--- src/common/trli_pkg.sv ---
// Package for the ring line-interface control block
package trli_pkg;

   // ****************************************
   // Register offsets (byte addresses)
   // ****************************************
   localparam logic [11:0] ADDR_CTRL       = 12'h000;   // Control register
   localparam logic [11:0] ADDR_STATUS     = 12'h004;   // Live line status
   localparam logic [11:0] ADDR_IRQ_STAT   = 12'h008;   // Sticky event bits
   localparam logic [11:0] ADDR_IRQ_MASK   = 12'h00C;   // Event mask
   localparam logic [11:0] ADDR_RX_DATA    = 12'h010;   // Received half-bit shifter
   localparam logic [11:0] ADDR_TX_DATA    = 12'h014;   // Transmit half-bit level
   localparam logic [11:0] ADDR_SPEED_STRAP = 12'hA0C;  // Line speed strap readback

   // ****************************************
   // Control field positions
   // ****************************************
   localparam int CTRL_ACQ_POS     = 0;   // Acquisition select
   localparam int CTRL_INSERT_POS  = 1;   // Request ring insertion
   localparam int CTRL_LOOP_POS    = 2;   // Request internal loopback
   localparam int CTRL_HOLD_POS    = 3;   // Adapter hold reset
   localparam int CTRL_SPEED_POS   = 4;   // Selected speed, 1 = 16 Mbps
   localparam int CTRL_WIDTH       = 5;   // Used control bits

   // ****************************************
   // Status and event field positions
   // ****************************************
   localparam int ST_READY_POS     = 0;   // Energy lock ready
   localparam int ST_FAULT_POS     = 1;   // Wire fault present
   localparam int ST_RXVALID_POS   = 2;   // Receive data valid
   localparam int EV_READY_LOST    = 0;   // Locked state left (ready lost, select change or hold)
   localparam int EV_READY_GAINED  = 1;   // Ready arrived
   localparam int EV_FAULT         = 2;   // Wire fault appeared
   localparam int EV_RX_BYTE       = 3;   // Eight half-bits captured
   localparam int EV_WIDTH         = 4;   // Number of events

   // ****************************************
   // Reset values
   // ****************************************
   localparam logic [CTRL_WIDTH-1:0] CTRL_RESET = 5'h08;  // Hold reset on, data acquire
   localparam logic [EV_WIDTH-1:0]   MASK_RESET = 4'h0;   // All events masked

   // ****************************************
   // Carrier types
   // ****************************************
   typedef struct packed {
      logic acq_select;        // High = lock to crystal reference
      logic ring_insert_n;     // Low = insert into ring
      logic loopback_n;        // Low = internal loopback active
      logic tx_pos;            // True transmit data
      logic tx_neg;            // Inverted transmit data
   } trli_line_out_t;

   typedef struct packed {
      logic energy_lock_ready_n;  // Low = energy and lock present
      logic wire_fault_n;         // Low = wire fault
      logic rx_line_data;         // Manchester half-bit data
      logic rx_clock;             // Recovered clock
      logic elastic_buffer_clock_in; // Ring baud clock
   } trli_line_in_t;

   typedef enum logic [2:0] {
      TRLI_ST_HELD   = 3'b001,     // Adapter held in reset
      TRLI_ST_ACQ    = 3'b010,     // Waiting for energy lock
      TRLI_ST_LOCKED = 3'b100      // Receive data valid
   } trli_state_t;

endpackage : trli_pkg

--- src/rtl/trli_line_ctrl.sv ---
// Ring line-interface control with APB registers
//
// Local design decisions: the APB interface to the registers and the register addresses.
`timescale 1ns/10ps

// Function
// Acquisition select low listens, high locks crystal
// Interface drops ready after acquisition change
// Ready low means enough receive energy
// Recovered clock is one baud per period
// Data sampled on recovered clock rising edge
// Transmit data driven as complementary pair
// Insert output low activates ring insertion
// Loopback low routes transmit internally
// Wire fault low reports pair fault
// In reset: acquisition high, insert high, loopback low
// Baud clock clocks elastic buffer data out
// Recommended oscillator and divider pairings
// Hold reset bit high while changing speed
// Speed strap readable at address 0A0C
// Supports 4 or 16 Mbps, switchable; here the speed bit is only stored and read back, it drives nothing
// Resynchronise inputs; data invalid without ready
module trli_line_ctrl
   import trli_pkg::*;
(
   input  wire logic        CLK_SYS,       // System clock, 250 MHz
   input  wire logic        RST_N,         // Async reset, active low
   input  wire logic        PSEL,          // APB select
   input  wire logic        PENABLE,       // APB access phase
   input  wire logic        PWRITE,        // APB direction
   input  wire logic [11:0] PADDR,         // APB byte address
   input  wire logic [31:0] PWDATA,        // APB write data
   output logic      [31:0] PRDATA,        // APB read data
   output logic             PREADY,        // APB ready
   output logic             PSLVERR,       // APB error
   output logic             IRQ,           // Level interrupt
   input  wire trli_line_in_t  LINE_IN,    // Pins from line interface
   input  wire logic        LINE_SPEED_STRAP, // Speed strap pin
   output trli_line_out_t   LINE_OUT       // Pins to line interface
);

   // ****************************************
   // Declarations
   // ****************************************
   logic [CTRL_WIDTH-1:0] ctrl;            // Control register
   logic [EV_WIDTH-1:0]   irq_stat;        // Sticky events
   logic [EV_WIDTH-1:0]   irq_mask;        // Event mask
   logic [EV_WIDTH-1:0]   ev;              // Event pulses
   logic [4:0]            sync1;           // First sync stage
   logic [4:0]            sync2;           // Second sync stage
   logic [4:0]            sync3;           // Delayed copy for edges
   logic                  strap1;          // Strap first stage
   logic                  strap;           // Strap synchronised
   logic                  ready;           // Synced ready, active high
   logic                  fault;           // Synced fault, active high
   logic                  rclk_rise;       // Recovered clock rising edge
   logic                  bclk_rise;       // Baud clock rising edge
   logic [7:0]            rx_shift;        // Captured half-bits
   logic [2:0]            rx_count;        // Half-bits in shifter
   logic                  tx_bit;          // Transmit half-bit level
   logic                  tx_out;          // Retimed transmit level
   logic                  acq_prev;        // Last acquisition level
   trli_state_t           state;           // Line state
   trli_state_t           next_state;      // Next line state
   logic                  wr_en;           // Write strobe
   logic                  rd_en;           // Read strobe
   logic                  addr_ok;         // Mapped address

   // ****************************************
   // Input synchronisers
   // ****************************************
   // Two stages on every pin input, third for edges
   always_ff @(posedge CLK_SYS or negedge RST_N) begin
      if (!RST_N) begin
         sync1  <= 5'h1F;
         sync2  <= 5'h1F;
         sync3  <= 5'h1F;
         strap1 <= 1'b0;
         strap  <= 1'b0;
      end else begin
         sync1  <= LINE_IN;
         sync2  <= sync1;
         sync3  <= sync2;
         strap1 <= LINE_SPEED_STRAP;
         strap  <= strap1;
      end
   end

   // Field picks from second stage, edges also use third
   assign ready     = ~sync2[4];           // see
   assign fault     = ~sync2[3];
   assign rclk_rise = sync2[1] & ~sync3[1];
   assign bclk_rise = sync2[0] & ~sync3[0];

   // ****************************************
   // Line state machine
   // ****************************************
   // Held while hold bit set, reacquire after select change
   always_comb begin
      next_state = state;
      case (state)
         TRLI_ST_HELD: begin
            if (!ctrl[CTRL_HOLD_POS]) begin
               next_state = TRLI_ST_ACQ;
            end
         end
         TRLI_ST_ACQ: begin
            if (ctrl[CTRL_HOLD_POS]) begin
               next_state = TRLI_ST_HELD;
            end else if (ready) begin
               next_state = TRLI_ST_LOCKED;
            end
         end
         TRLI_ST_LOCKED: begin
            if (ctrl[CTRL_HOLD_POS]) begin
               next_state = TRLI_ST_HELD;
            end else if (!ready || acq_prev != ctrl[CTRL_ACQ_POS]) begin
               next_state = TRLI_ST_ACQ;
            end
         end
         default: begin
            next_state = TRLI_ST_HELD;
         end
      endcase
   end

   // State register
   always_ff @(posedge CLK_SYS or negedge RST_N) begin
      if (!RST_N) begin
         state    <= TRLI_ST_HELD;
         acq_prev <= 1'b1;
      end else begin
         state    <= next_state;
         acq_prev <= ctrl[CTRL_ACQ_POS];
      end
   end

   // ****************************************
   // Receive capture
   // ****************************************
   // Sample on recovered clock rise, only while locked
   always_ff @(posedge CLK_SYS or negedge RST_N) begin
      if (!RST_N) begin
         rx_shift <= 8'h00;
         rx_count <= 3'h0;
      end else if (state != TRLI_ST_LOCKED) begin
         rx_count <= 3'h0;
      end else if (rclk_rise) begin
         rx_shift <= {rx_shift[6:0], sync2[2]};   // see
         rx_count <= rx_count + 3'h1;
      end
   end

   // ****************************************
   // Transmit retiming
   // ****************************************
   // Level updated on baud clock rising edges
   always_ff @(posedge CLK_SYS or negedge RST_N) begin
      if (!RST_N) begin
         tx_out <= 1'b0;
      end else if (bclk_rise) begin
         tx_out <= tx_bit;
      end
   end

   // ****************************************
   // Pin outputs
   // ****************************************
   // Hold bit forces the reset pin pattern
   always_ff @(posedge CLK_SYS or negedge RST_N) begin
      if (!RST_N) begin
         LINE_OUT <= '{1'b1, 1'b1, 1'b0, 1'b0, 1'b1};
      end else if (ctrl[CTRL_HOLD_POS]) begin
         LINE_OUT <= '{1'b1, 1'b1, 1'b0, 1'b0, 1'b1};
      end else begin
         LINE_OUT.acq_select    <= ctrl[CTRL_ACQ_POS];
         LINE_OUT.ring_insert_n <= ~ctrl[CTRL_INSERT_POS];
         LINE_OUT.loopback_n    <= ~ctrl[CTRL_LOOP_POS];
         LINE_OUT.tx_pos        <= tx_out;
         LINE_OUT.tx_neg        <= ~tx_out;
      end
   end

   // ****************************************
   // Events and interrupt
   // ****************************************
   assign ev[EV_READY_LOST]   = (state == TRLI_ST_LOCKED) && (next_state != TRLI_ST_LOCKED);
   assign ev[EV_READY_GAINED] = (state == TRLI_ST_ACQ) && (next_state == TRLI_ST_LOCKED);
   assign ev[EV_FAULT]        = sync2[3] == 1'b0 && sync3[3] == 1'b1;
   assign ev[EV_RX_BYTE]      = (state == TRLI_ST_LOCKED) && rclk_rise && rx_count == 3'h7;

   // ****************************************
   // APB slave
   // ****************************************
   assign wr_en   = PSEL && PENABLE && PWRITE;
   assign rd_en   = PSEL && PENABLE && !PWRITE;
   assign addr_ok = PADDR inside {ADDR_CTRL, ADDR_STATUS, ADDR_IRQ_STAT, ADDR_IRQ_MASK,
                                  ADDR_RX_DATA, ADDR_TX_DATA, ADDR_SPEED_STRAP};
   assign PREADY  = 1'b1;
   assign PSLVERR = PSEL && PENABLE && !addr_ok;

   // Control, mask and transmit writes
   always_ff @(posedge CLK_SYS or negedge RST_N) begin
      if (!RST_N) begin
         ctrl     <= CTRL_RESET;
         irq_mask <= MASK_RESET;
         tx_bit   <= 1'b0;
      end else if (wr_en) begin
         case (PADDR)
            ADDR_CTRL:     ctrl     <= PWDATA[CTRL_WIDTH-1:0];
            ADDR_IRQ_MASK: irq_mask <= PWDATA[EV_WIDTH-1:0];
            ADDR_TX_DATA:  tx_bit   <= PWDATA[0];
            default:       ;
         endcase
      end
   end

   // Sticky status, set wins over write-one clear
   always_ff @(posedge CLK_SYS or negedge RST_N) begin
      if (!RST_N) begin
         irq_stat <= '0;
      end else begin
         irq_stat <= (irq_stat & ~((wr_en && PADDR == ADDR_IRQ_STAT) ?
                     PWDATA[EV_WIDTH-1:0] : '0)) | ev;
      end
   end

   // Interrupt level from register
   always_ff @(posedge CLK_SYS or negedge RST_N) begin
      if (!RST_N) begin
         IRQ <= 1'b0;
      end else begin
         IRQ <= |(irq_stat & irq_mask);
      end
   end

   // Read data register
   always_ff @(posedge CLK_SYS or negedge RST_N) begin
      if (!RST_N) begin
         PRDATA <= 32'h0000_0000;
      end else if (PSEL && !PENABLE && !PWRITE) begin
         case (PADDR)
            ADDR_CTRL:        PRDATA <= {27'h0, ctrl};
            ADDR_STATUS:      PRDATA <= {29'h0, state == TRLI_ST_LOCKED, fault, ready};
            ADDR_IRQ_STAT:    PRDATA <= {28'h0, irq_stat};
            ADDR_IRQ_MASK:    PRDATA <= {28'h0, irq_mask};
            ADDR_RX_DATA:     PRDATA <= {24'h0, rx_shift};
            ADDR_TX_DATA:     PRDATA <= {31'h0, tx_bit};
            ADDR_SPEED_STRAP: PRDATA <= {31'h0, strap};
            default:          PRDATA <= 32'h0000_0000;
         endcase
      end
   end

   // ****************************************
   // Checks
   // ****************************************
   chk_hold_pins: assert property (@(posedge CLK_SYS) disable iff (!RST_N)
      $past(ctrl[CTRL_HOLD_POS]) |-> LINE_OUT.acq_select && LINE_OUT.ring_insert_n
      && !LINE_OUT.loopback_n) else $error("hold pattern wrong");
   chk_tx_pair: assert property (@(posedge CLK_SYS) disable iff (!RST_N)
      !$past(ctrl[CTRL_HOLD_POS]) |-> LINE_OUT.tx_pos != LINE_OUT.tx_neg)
      else $error("tx pair not complementary");
   chk_acq_follow: assert property (@(posedge CLK_SYS) disable iff (!RST_N)
      !$past(ctrl[CTRL_HOLD_POS]) |-> LINE_OUT.acq_select == $past(ctrl[CTRL_ACQ_POS]))
      else $error("acquisition select not driven");
   chk_insert_follow: assert property (@(posedge CLK_SYS) disable iff (!RST_N)
      !$past(ctrl[CTRL_HOLD_POS]) |-> LINE_OUT.ring_insert_n == !$past(ctrl[CTRL_INSERT_POS]))
      else $error("insert not driven");
   chk_loop_follow: assert property (@(posedge CLK_SYS) disable iff (!RST_N)
      !$past(ctrl[CTRL_HOLD_POS]) |-> LINE_OUT.loopback_n == !$past(ctrl[CTRL_LOOP_POS]))
      else $error("loopback not driven");
   chk_rx_invalid: assert property (@(posedge CLK_SYS) disable iff (!RST_N)
      !ready |=> state != TRLI_ST_LOCKED) else $error("locked without ready");
   chk_rx_sample: assert property (@(posedge CLK_SYS) disable iff (!RST_N)
      (state == TRLI_ST_LOCKED && rclk_rise && !ctrl[CTRL_HOLD_POS] && ready)
      |=> rx_shift[0] == $past(sync2[2])) else $error("sample missed");
   chk_hold_state: assert property (@(posedge CLK_SYS) disable iff (!RST_N)
      ctrl[CTRL_HOLD_POS] |=> state == TRLI_ST_HELD) else $error("hold not honoured");

   // Interrupt is the registered view of unmasked sticky bits
   // One cycle of lag is expected by software
   chk_irq_level: assert property (@(posedge CLK_SYS) disable iff (!RST_N)
      IRQ == $past(|(irq_stat & irq_mask)))
      else $error("interrupt level wrong");

   // Every event pulse must land in the sticky register
   // A clear in the same cycle must not hide it
   chk_event_sticky: assert property (@(posedge CLK_SYS) disable iff (!RST_N)
      (|ev) |=> (irq_stat & $past(ev)) == $past(ev))
      else $error("event lost");

   // Half-bit count restarts whenever data is not valid
   // Stops stale half-bits counting toward a byte
   chk_rx_cleared: assert property (@(posedge CLK_SYS) disable iff (!RST_N)
      state != TRLI_ST_LOCKED |=> rx_count == 3'h0)
      else $error("count kept while unlocked");

   // Transmit level moves only on a baud clock rise
   // Keeps the pair aligned to the baud clock
   chk_tx_retime: assert property (@(posedge CLK_SYS) disable iff (!RST_N)
      bclk_rise |=> tx_out == $past(tx_bit))
      else $error("tx level not retimed");

   // Between baud rises the level stays put
   // A host write alone must not move it
   chk_tx_steady: assert property (@(posedge CLK_SYS) disable iff (!RST_N)
      !bclk_rise |=> $stable(tx_out))
      else $error("tx level moved off edge");

   // A new acquisition level forces a fresh lock
   // The interface drops ready after such a change
   chk_acq_relock: assert property (@(posedge CLK_SYS) disable iff (!RST_N)
      (state == TRLI_ST_LOCKED && acq_prev != ctrl[CTRL_ACQ_POS]) |=> state != TRLI_ST_LOCKED)
      else $error("lock kept over acquisition change");

   // Ready while acquiring and released moves to locked
   // Otherwise data would never become valid
   chk_lock_ready: assert property (@(posedge CLK_SYS) disable iff (!RST_N)
      (state == TRLI_ST_ACQ && ready && !ctrl[CTRL_HOLD_POS]) |=> state == TRLI_ST_LOCKED)
      else $error("lock not taken");

   // A falling wire fault line raises its sticky bit
   // Software may rely on it after a short glitch
   chk_fault_event: assert property (@(posedge CLK_SYS) disable iff (!RST_N)
      (!sync2[3] && sync3[3]) |=> irq_stat[EV_FAULT])
      else $error("fault event lost");

   // Strap read returns the synchronised strap level
   // Loaded at the setup cycle of the read
   chk_strap_read: assert property (@(posedge CLK_SYS) disable iff (!RST_N)
      (PSEL && !PENABLE && !PWRITE && PADDR == ADDR_SPEED_STRAP)
      |=> PRDATA == {31'h0, $past(strap)})
      else $error("strap readback wrong");

   // Unmapped access phases report an error
   // Mapped ones must not
   chk_slverr_map: assert property (@(posedge CLK_SYS) disable iff (!RST_N)
      (PSEL && PENABLE) |-> PSLVERR == !addr_ok)
      else $error("slave error wrong");

endmodule : trli_line_ctrl

--- config.mk ---
export PLATFORM = sky130hd
export DESIGN_NAME = trli_line_ctrl
export DESIGN_NICKNAME = d
export VERILOG_FILES = /design/src/common/trli_pkg.sv /design/src/rtl/trli_line_ctrl.sv
export SDC_FILE = /design/constraint.sdc
export NUM_CORES = 1
export LEC_CHECK = 0
export ABC_AREA = 1
export BUFFER_PORTS_ARGS = -buffer_cell sky130_fd_sc_hd__buf_2
export CAP_MARGIN = 0
export CELL_PAD_IN_SITES_DETAIL_PLACEMENT = 0
export CELL_PAD_IN_SITES_GLOBAL_PLACEMENT = 1
export CORE_ASPECT_RATIO = 0.75
export CORE_MARGIN = 5
export CORE_UTILIZATION = 39
export DETAILED_ROUTE_END_ITERATION = 8
export PLACE_DENSITY = 0.91
export SYNTH_ARGS = -nofsm -noshare
export SYNTH_HDL_FRONTEND = slang
export SYNTH_SLANG_ARGS = --single-unit
--- constraint.sdc ---
create_clock -name CLK_SYS -period 3.2 [get_ports CLK_SYS]
set_input_delay 0.32 -clock CLK_SYS [delete_from_list [all_inputs] [get_ports CLK_SYS]]
set_output_delay 0.32 -clock CLK_SYS [all_outputs]
set_load 0.02 [all_outputs]
==> results of run 1 <==
[worst max path at each step]
stage / startpoint / endpoint / cells after the start
floorplan: PADDR[9] / PSLVERR / 6
global placement: PADDR[9] / PSLVERR / 8
detailed placement: PADDR[9] / PSLVERR / 8
CTS: PADDR[9] / PSLVERR / 8
global route: PADDR[9] / PSLVERR / 8
finish: PADDR[9] / PSLVERR / 8
[final cells by class]
cell class,count,area share (%)
Clock inverter,3,2.10
Inverter,31,3.69
Tap cell,98,3.80
Timing Repair Buffer,43,6.75
Sequential cell,59,46.5
Clock buffer,13,5.55
Multi-Input combinational cell,207,31.6
[flip-flops by register name, summed over array words and instances (netlist names)]
register	cells
ctrl	5
irq_mask	4
LINE_OUT	5
state	3
acq_prev	1
sync1	5
PRDATA	8
IRQ	1
rx_shift	8
strap	1
irq_stat	4
strap1	1
sync3	3
tx_bit	1
sync2	5
rx_count	3
tx_out	1
[cells in the mapped netlist (all sizes together), types with 2 or more instances]
cell   count  area, um^2
nand2     77         324
dfrtp     40        1000
inv       31         119
o21ai     30         154
nor2      29         149
buf       27         210
nand3     23         115
dfstp     19         499
a21oi      4        20.0
nor3       4        42.5
o31ai      3        22.5
conb       2        7.51
ha         2        25.0
nand4      2        12.5
nor4       2        12.5
[worst max-delay path, cell delays in order]
cell     delay (ps)
buf_2            90
nor2_1           50
nand2_2         140
nor2_2           70
nand2_1         180
nand2_1          90
nor4_1          270
buf_2           220
[metrics by stage]
| stage | cell area [um^2] | utilization, % | power [uW] | setup slack (ps) |
|---|---|---|---|---|
| floorplan | 2850 | - | 1020 | 1470 |
| global placement | 2980 | 43.4 | 1060 | 1490 |
| detailed placement | 2980 | 43.4 | 1070 | 1460 |
| CTS | 3220 | 47.0 | 1890 | 1460 |
| global route | 3220 | 47.0 | 1960 | 1300 |
| finish | 3220 | 47.0 | 1870 | 1450 |
[layer usage]
metal,vias up,global-route usage (%),share of wire (%)
met4,0,4.53,0.77
met1,922,16.4,48
li1,1019,-,-
met5,-,0,0
met2,51,19.8,45
met3,7,4.88,6.3
[cells by family after synthesis]
logic type	count (synthesis)
compound gates	41
fa+ha+maj	2
buf+inv	58
flops	59
mux	1
other cells	2
simple gates	138
[power groups by stage]
stage / combinational [uW] / clock (uW) / sequential [uW]
3_3_place_gp: 205 / 0 / 859
6_report: 211 / 814 / 849
5_1_grt: 238 / 860 / 858
4_1_cts: 213 / 829 / 849
2_1_floorplan: 172 / 0 / 852
3_5_place_dp: 212 / 0 / 861
==> impl_metrics.yaml, run 1 <==
place:
  dpl.hpwl_mm: 4.16
  place_congestion: 0.834
  io_buffers: 42
  dp_cells: 438
power_and_ir_drop:
  intPower_uw: 1400
  p_comb_share_pct: 11.3
  clkPwrFrac_pct: 43.4
  switching_share_pct: 25.2
  power_density_nw_per_um2: 581
  power.net_switching_uw: 473
  ir_drop_uv: 299
  seq_power_share_pct: 45.3
  p_leak_uw: 0.00161
synthesis:
  synth_xor_area_share_pct: 0
  synth.mux.area_fraction_pct: 0.408
  syn-cell-area_um2: 2760
  seq_area_frac_synth_pct: 54.3
  async_flop_share_pct: 100
  yosys.area_share.adder_pct: 0.906
  synth_top_family_by_area: "simple AND/OR/NAND/NOR gates"
  ys.flop_type: "dfrtp_1"
  synth_seq_cells: 59
  syn_avg_cell_area_um2: 9.17
  synth_simple_gate_area_share_pct: 24.0
  yosysUniqueCellTypes: 31
  netlist_instances: 301
  synth-warning-count: 0
  synth_compound_area_share_pct: 8.20
  synth-edff-count: 0
timing:
  finalSetupViolations: 0
  clock.fmax_mhz: 573
  finalHoldViolCount: 9
  hold-worst-slack_ps: -3.56
  relSlewSlack_pct: 58.5
  fin_tns_setup_ps: 0
  period_needed_ps: 1750
  worst_pin_slew_ps: 623
  finalCritPeriodShare_pct: 54.5
  maxSlewViolCount: 0
  rsz0062_at_grt: "no"
  skew_ps: 5.51
clock_network:
  ctsHtreeMaxLevel: 3
  clk_pin_slew_ps: 70
  clockRootBuffer: "clkbuf_8"
  clockBufferDepth: 2
  post_cts_resized: 0
  cts.sinks: 59
  holdBufCountCts: 0
  post-cts-setup-buffer-count: 0
  cts_buffers: 9
  cts_tree: "done"
  clock_insertion_delay_worst_skew_ps: 340
critical_path:
  path_max_fanout: 5
  reg2reg_from: "sync2[1]"
  cp-end-kind: "output pin"
  reg2reg_depth: 4
  crit_path_start_kind: "input port"
  arrival_ps: 1430
  cp.required_ps: 2880
  timing.rr.end: "rx_shift[0]"
  crit_type: "input port to output pin"
  r2r_slack_ps: 1710
die:
  die_area_um2: 8880
  initial_utilization_pct: 40.2
  fp-row-count: 26
  core_um2: 6860
  dieHeight_um: 82.9
  ioPinCount: 95
  die_w_um: 107
routing:
  vias: 1999
  firstDrtPassIters: 4
  drt_drc_violations_left: 0
  postRouteAntennaNets: 0
  post_drt_wl_per_cell_um: 12.0
  avgViaCountPerCell: 4.40
  wl_mm: 5.46
  first_iter_violations: 78
layout:
  antenna_cells: 0
  regArea_um2: 1500
  drive_above_1_share_pct: 28.7
  fillCellCount: 683
  mostFrequentLayoutCells: "nand2_1, buf_2, dfrtp_1"
  multi_input_area_um2: 1020
  layoutNonFillerInstCount: 454
  layout.nets: 408
  layout_commonest_cell: "nand2_1"
  area_growth_pct: 16.8
global_routing:
  grt_start_max_net_pins: 33
  antenna_found_initial: 0
  grt_overflow: 0
  grtUsageTotal_pct: 12.8
  grt_pass1_vias: 1963
  grt_pass1_wl_mm: 9.02
run_status:
  outcome: "finished, violations left"
  violations: "negative hold slack"
job:
  drv_cap: 0
worst_hold_path:
  hp-class: "input port to asynchronous set/reset pin"
Power figures use the tool's default switching activity.
==> run 2: changes to the inputs <==
--- a/config.mk
+++ b/config.mk
@@ -12,9 +12,9 @@
 export CELL_PAD_IN_SITES_GLOBAL_PLACEMENT = 1
 export CORE_ASPECT_RATIO = 0.75
 export CORE_MARGIN = 5
-export CORE_UTILIZATION = 39
+export CORE_UTILIZATION = 33
 export DETAILED_ROUTE_END_ITERATION = 8
-export PLACE_DENSITY = 0.91
+export PLACE_DENSITY = 0.83
 export SYNTH_ARGS = -nofsm -noshare
 export SYNTH_HDL_FRONTEND = slang
 export SYNTH_SLANG_ARGS = --single-unit
==> constraint.sdc (replaced) <==
create_clock -name CLK_SYS -period 1.45 [get_ports CLK_SYS]
set_input_delay 0.145 -clock CLK_SYS [delete_from_list [all_inputs] [get_ports CLK_SYS]]
set_output_delay 0.145 -clock CLK_SYS [all_outputs]
set_load 0.02 [all_outputs]
==> run 2 against run 1 <==
The run now ends clean. First-iteration DRC count increased by 9.0%. Via count increased by 3.8%. Core utilization fell by 5.7 points. Setup slack lost 1300 ps. Final area grew 2.7%. Largest cell class unchanged. Highest routed layer unchanged.
==> impl_metrics.yaml, run 2 (synthesis results as in run 1) <==
run_status:
  outcome: "finished clean"
routing:
  first_iter_violations: 85
  wl_mm: 5.86
  postRouteAntennaNets: 0
  post_drt_wl_per_cell_um: 12.3
  firstDrtPassIters: 4
  avgViaCountPerCell: 4.37
  drt_drc_violations_left: 0
  vias: 2074
power_and_ir_drop:
  p_comb_share_pct: 14.1
  p_total_uw: 3750
  seq_power_share_pct: 50.0
  power_density_nw_per_um2: 1130
  power.net_switching_uw: 1070
  ir_drop_uv: 464
  clkPwrFrac_pct: 35.9
  switching_share_pct: 28.4
  p_leak_uw: 0.00165
  intPower_uw: 2690
clock_network:
  clockRootBuffer: "clkbuf_8"
  clock_insertion_delay_worst_skew_ps: 340
  clockBufferDepth: 2
  ctsHtreeMaxLevel: 3
  cts_buffers: 9
  clk_pin_slew_ps: 70
  cts.sinks: 59
  cts_tree: "done"
layout:
  layout_commonest_cell: "nand2_1"
  reg_top3: "PRDATA x8, rx_shift x8"
  layout.nets: 422
  fillCellCount: 804
  multi_input_area_um2: 1030
  drive_above_1_share_pct: 29.7
  area_growth_pct: 19.9
  mostFrequentLayoutCells: "nand2_1, buf_2, dfrtp_1"
  antenna_cells: 0
  regArea_um2: 1500
  final_area_um2: 3310
  layoutNonFillerInstCount: 475
timing:
  finalSetupViolations: 0
  skew_ps: 10.8
  rsz0062_at_grt: "no"
  finalHoldViolCount: 0
  period_needed_ps: 1340
  maxSlewViolCount: 0
  finalCritPeriodShare_pct: 92.5
  hold-worst-slack_ps: 38.6
  fin_tns_setup_ps: 0
  clock.fmax_mhz: 746
global_routing:
  grt_overflow: 0
  grt_pass1_vias: 2121
  antenna_found_initial: 0
  grt_pass1_wl_mm: 9.89
  grt_start_max_net_pins: 22
  grtUsageTotal_pct: 12.6
place:
  dp_cells: 452
  io_buffers: 42
  place_congestion: 0.828
  dpl.hpwl_mm: 4.58
  place_area_um2: 3050
critical_path:
  crit_type: "input port to output pin"
  cp-end-kind: "output pin"
  reg2reg_depth: 5
  arrival_ps: 1200
  cp.required_ps: 1310
  r2r_slack_ps: 120
  cp-startpoint: "PADDR[5]"
  critPathCapture: "PSLVERR"
  crit_path_start_kind: "input port"
  timing.rr.end: "rx_shift[0]"
  path_max_fanout: 6
  reg2reg_from: "state[0]"
die:
  die_w_um: 116
  fp-row-count: 28
  initial_utilization_pct: 34.4
  core_um2: 8020
  ioPinCount: 95
  die_area_um2: 10300
  dieHeight_um: 89.2
job:
  drv_cap: 0
worst_hold_path:
  hp-class: "input port to register"
run 2: cell types whose count changed in the layout (fill, tap and decap cells not counted), moves of 2 or more:
cell / change
clkinv_2: +2
clkbuf_8: -2
bufinv_16: -2
dlygate4sd3_1: +7
buf_4: +6
run 2: how the worst min path moves through the flow:
stage / startpoint / to / slack [ps] / cells past startpoint
3_5_place_dp: RST_N / rx_count[0] / 110 / 1
6_report: PWDATA[4] / ctrl[4] / 40 / 3
5_1_grt: PWDATA[4] / ctrl[4] / 40 / 3
3_3_place_gp: RST_N / rx_count[0] / 110 / 1
4_1_cts: PWDATA[4] / ctrl[4] / 20 / 3
2_1_floorplan: RST_N / IRQ / -150 / 0
run 2: timing repair:
action                                  CTS  global route
endpoints found under the hold margin    13             0
gates resized for setup                   0             2
setup buffers                             0             0
hold buffers                              7             0
endpoints found under the setup margin    0             2
run 2: metal layers:
metal	vias up	global-route usage [%]	part of all wire [%]
met1	969	16.6	47
met4	0	4.11	1.2
met2	53	19.1	45
met5	-	0	0
met3	8	5.07	7.6
li1	1044	-	-
run 2: area by class of cell:
type	count	share of cell area, %
multi-input combinational	207	31.1
tap	105	3.97
sequential	59	45.3
clock inverter	4	0.756
timing repair buffer	57	10.7
clock buffer	12	4.68
inverter	31	3.59
run 2: power by group through the flow:
stage | Sequential [uW] | Combinational, uW | Clock [uW]
after floorplan | 1880 | 381 | 0
after global placement | 1900 | 470 | 0
after detailed placement | 1910 | 492 | 0
after CTS | 1880 | 509 | 1400
after global routing | 1890 | 602 | 1480
final | 1880 | 528 | 1350
run 2: critical path, stage by stage:
cell	delay [ps]
buf_2	100
nor2_2	50
nand2_4	130
inv_1	90
o21ai_0	180
nand2_1	60
nor4_1	220
buf_2	230
run 2: metrics by stage:
step / utilization, % / setup WS, ps
final: 41.3 / 109
after global routing: 41.3 / 27.6
after CTS: 41.2 / 46.4
after detailed placement: 38.0 / 61.0
after global placement: 38.0 / 119
after floorplan: - / 69.6
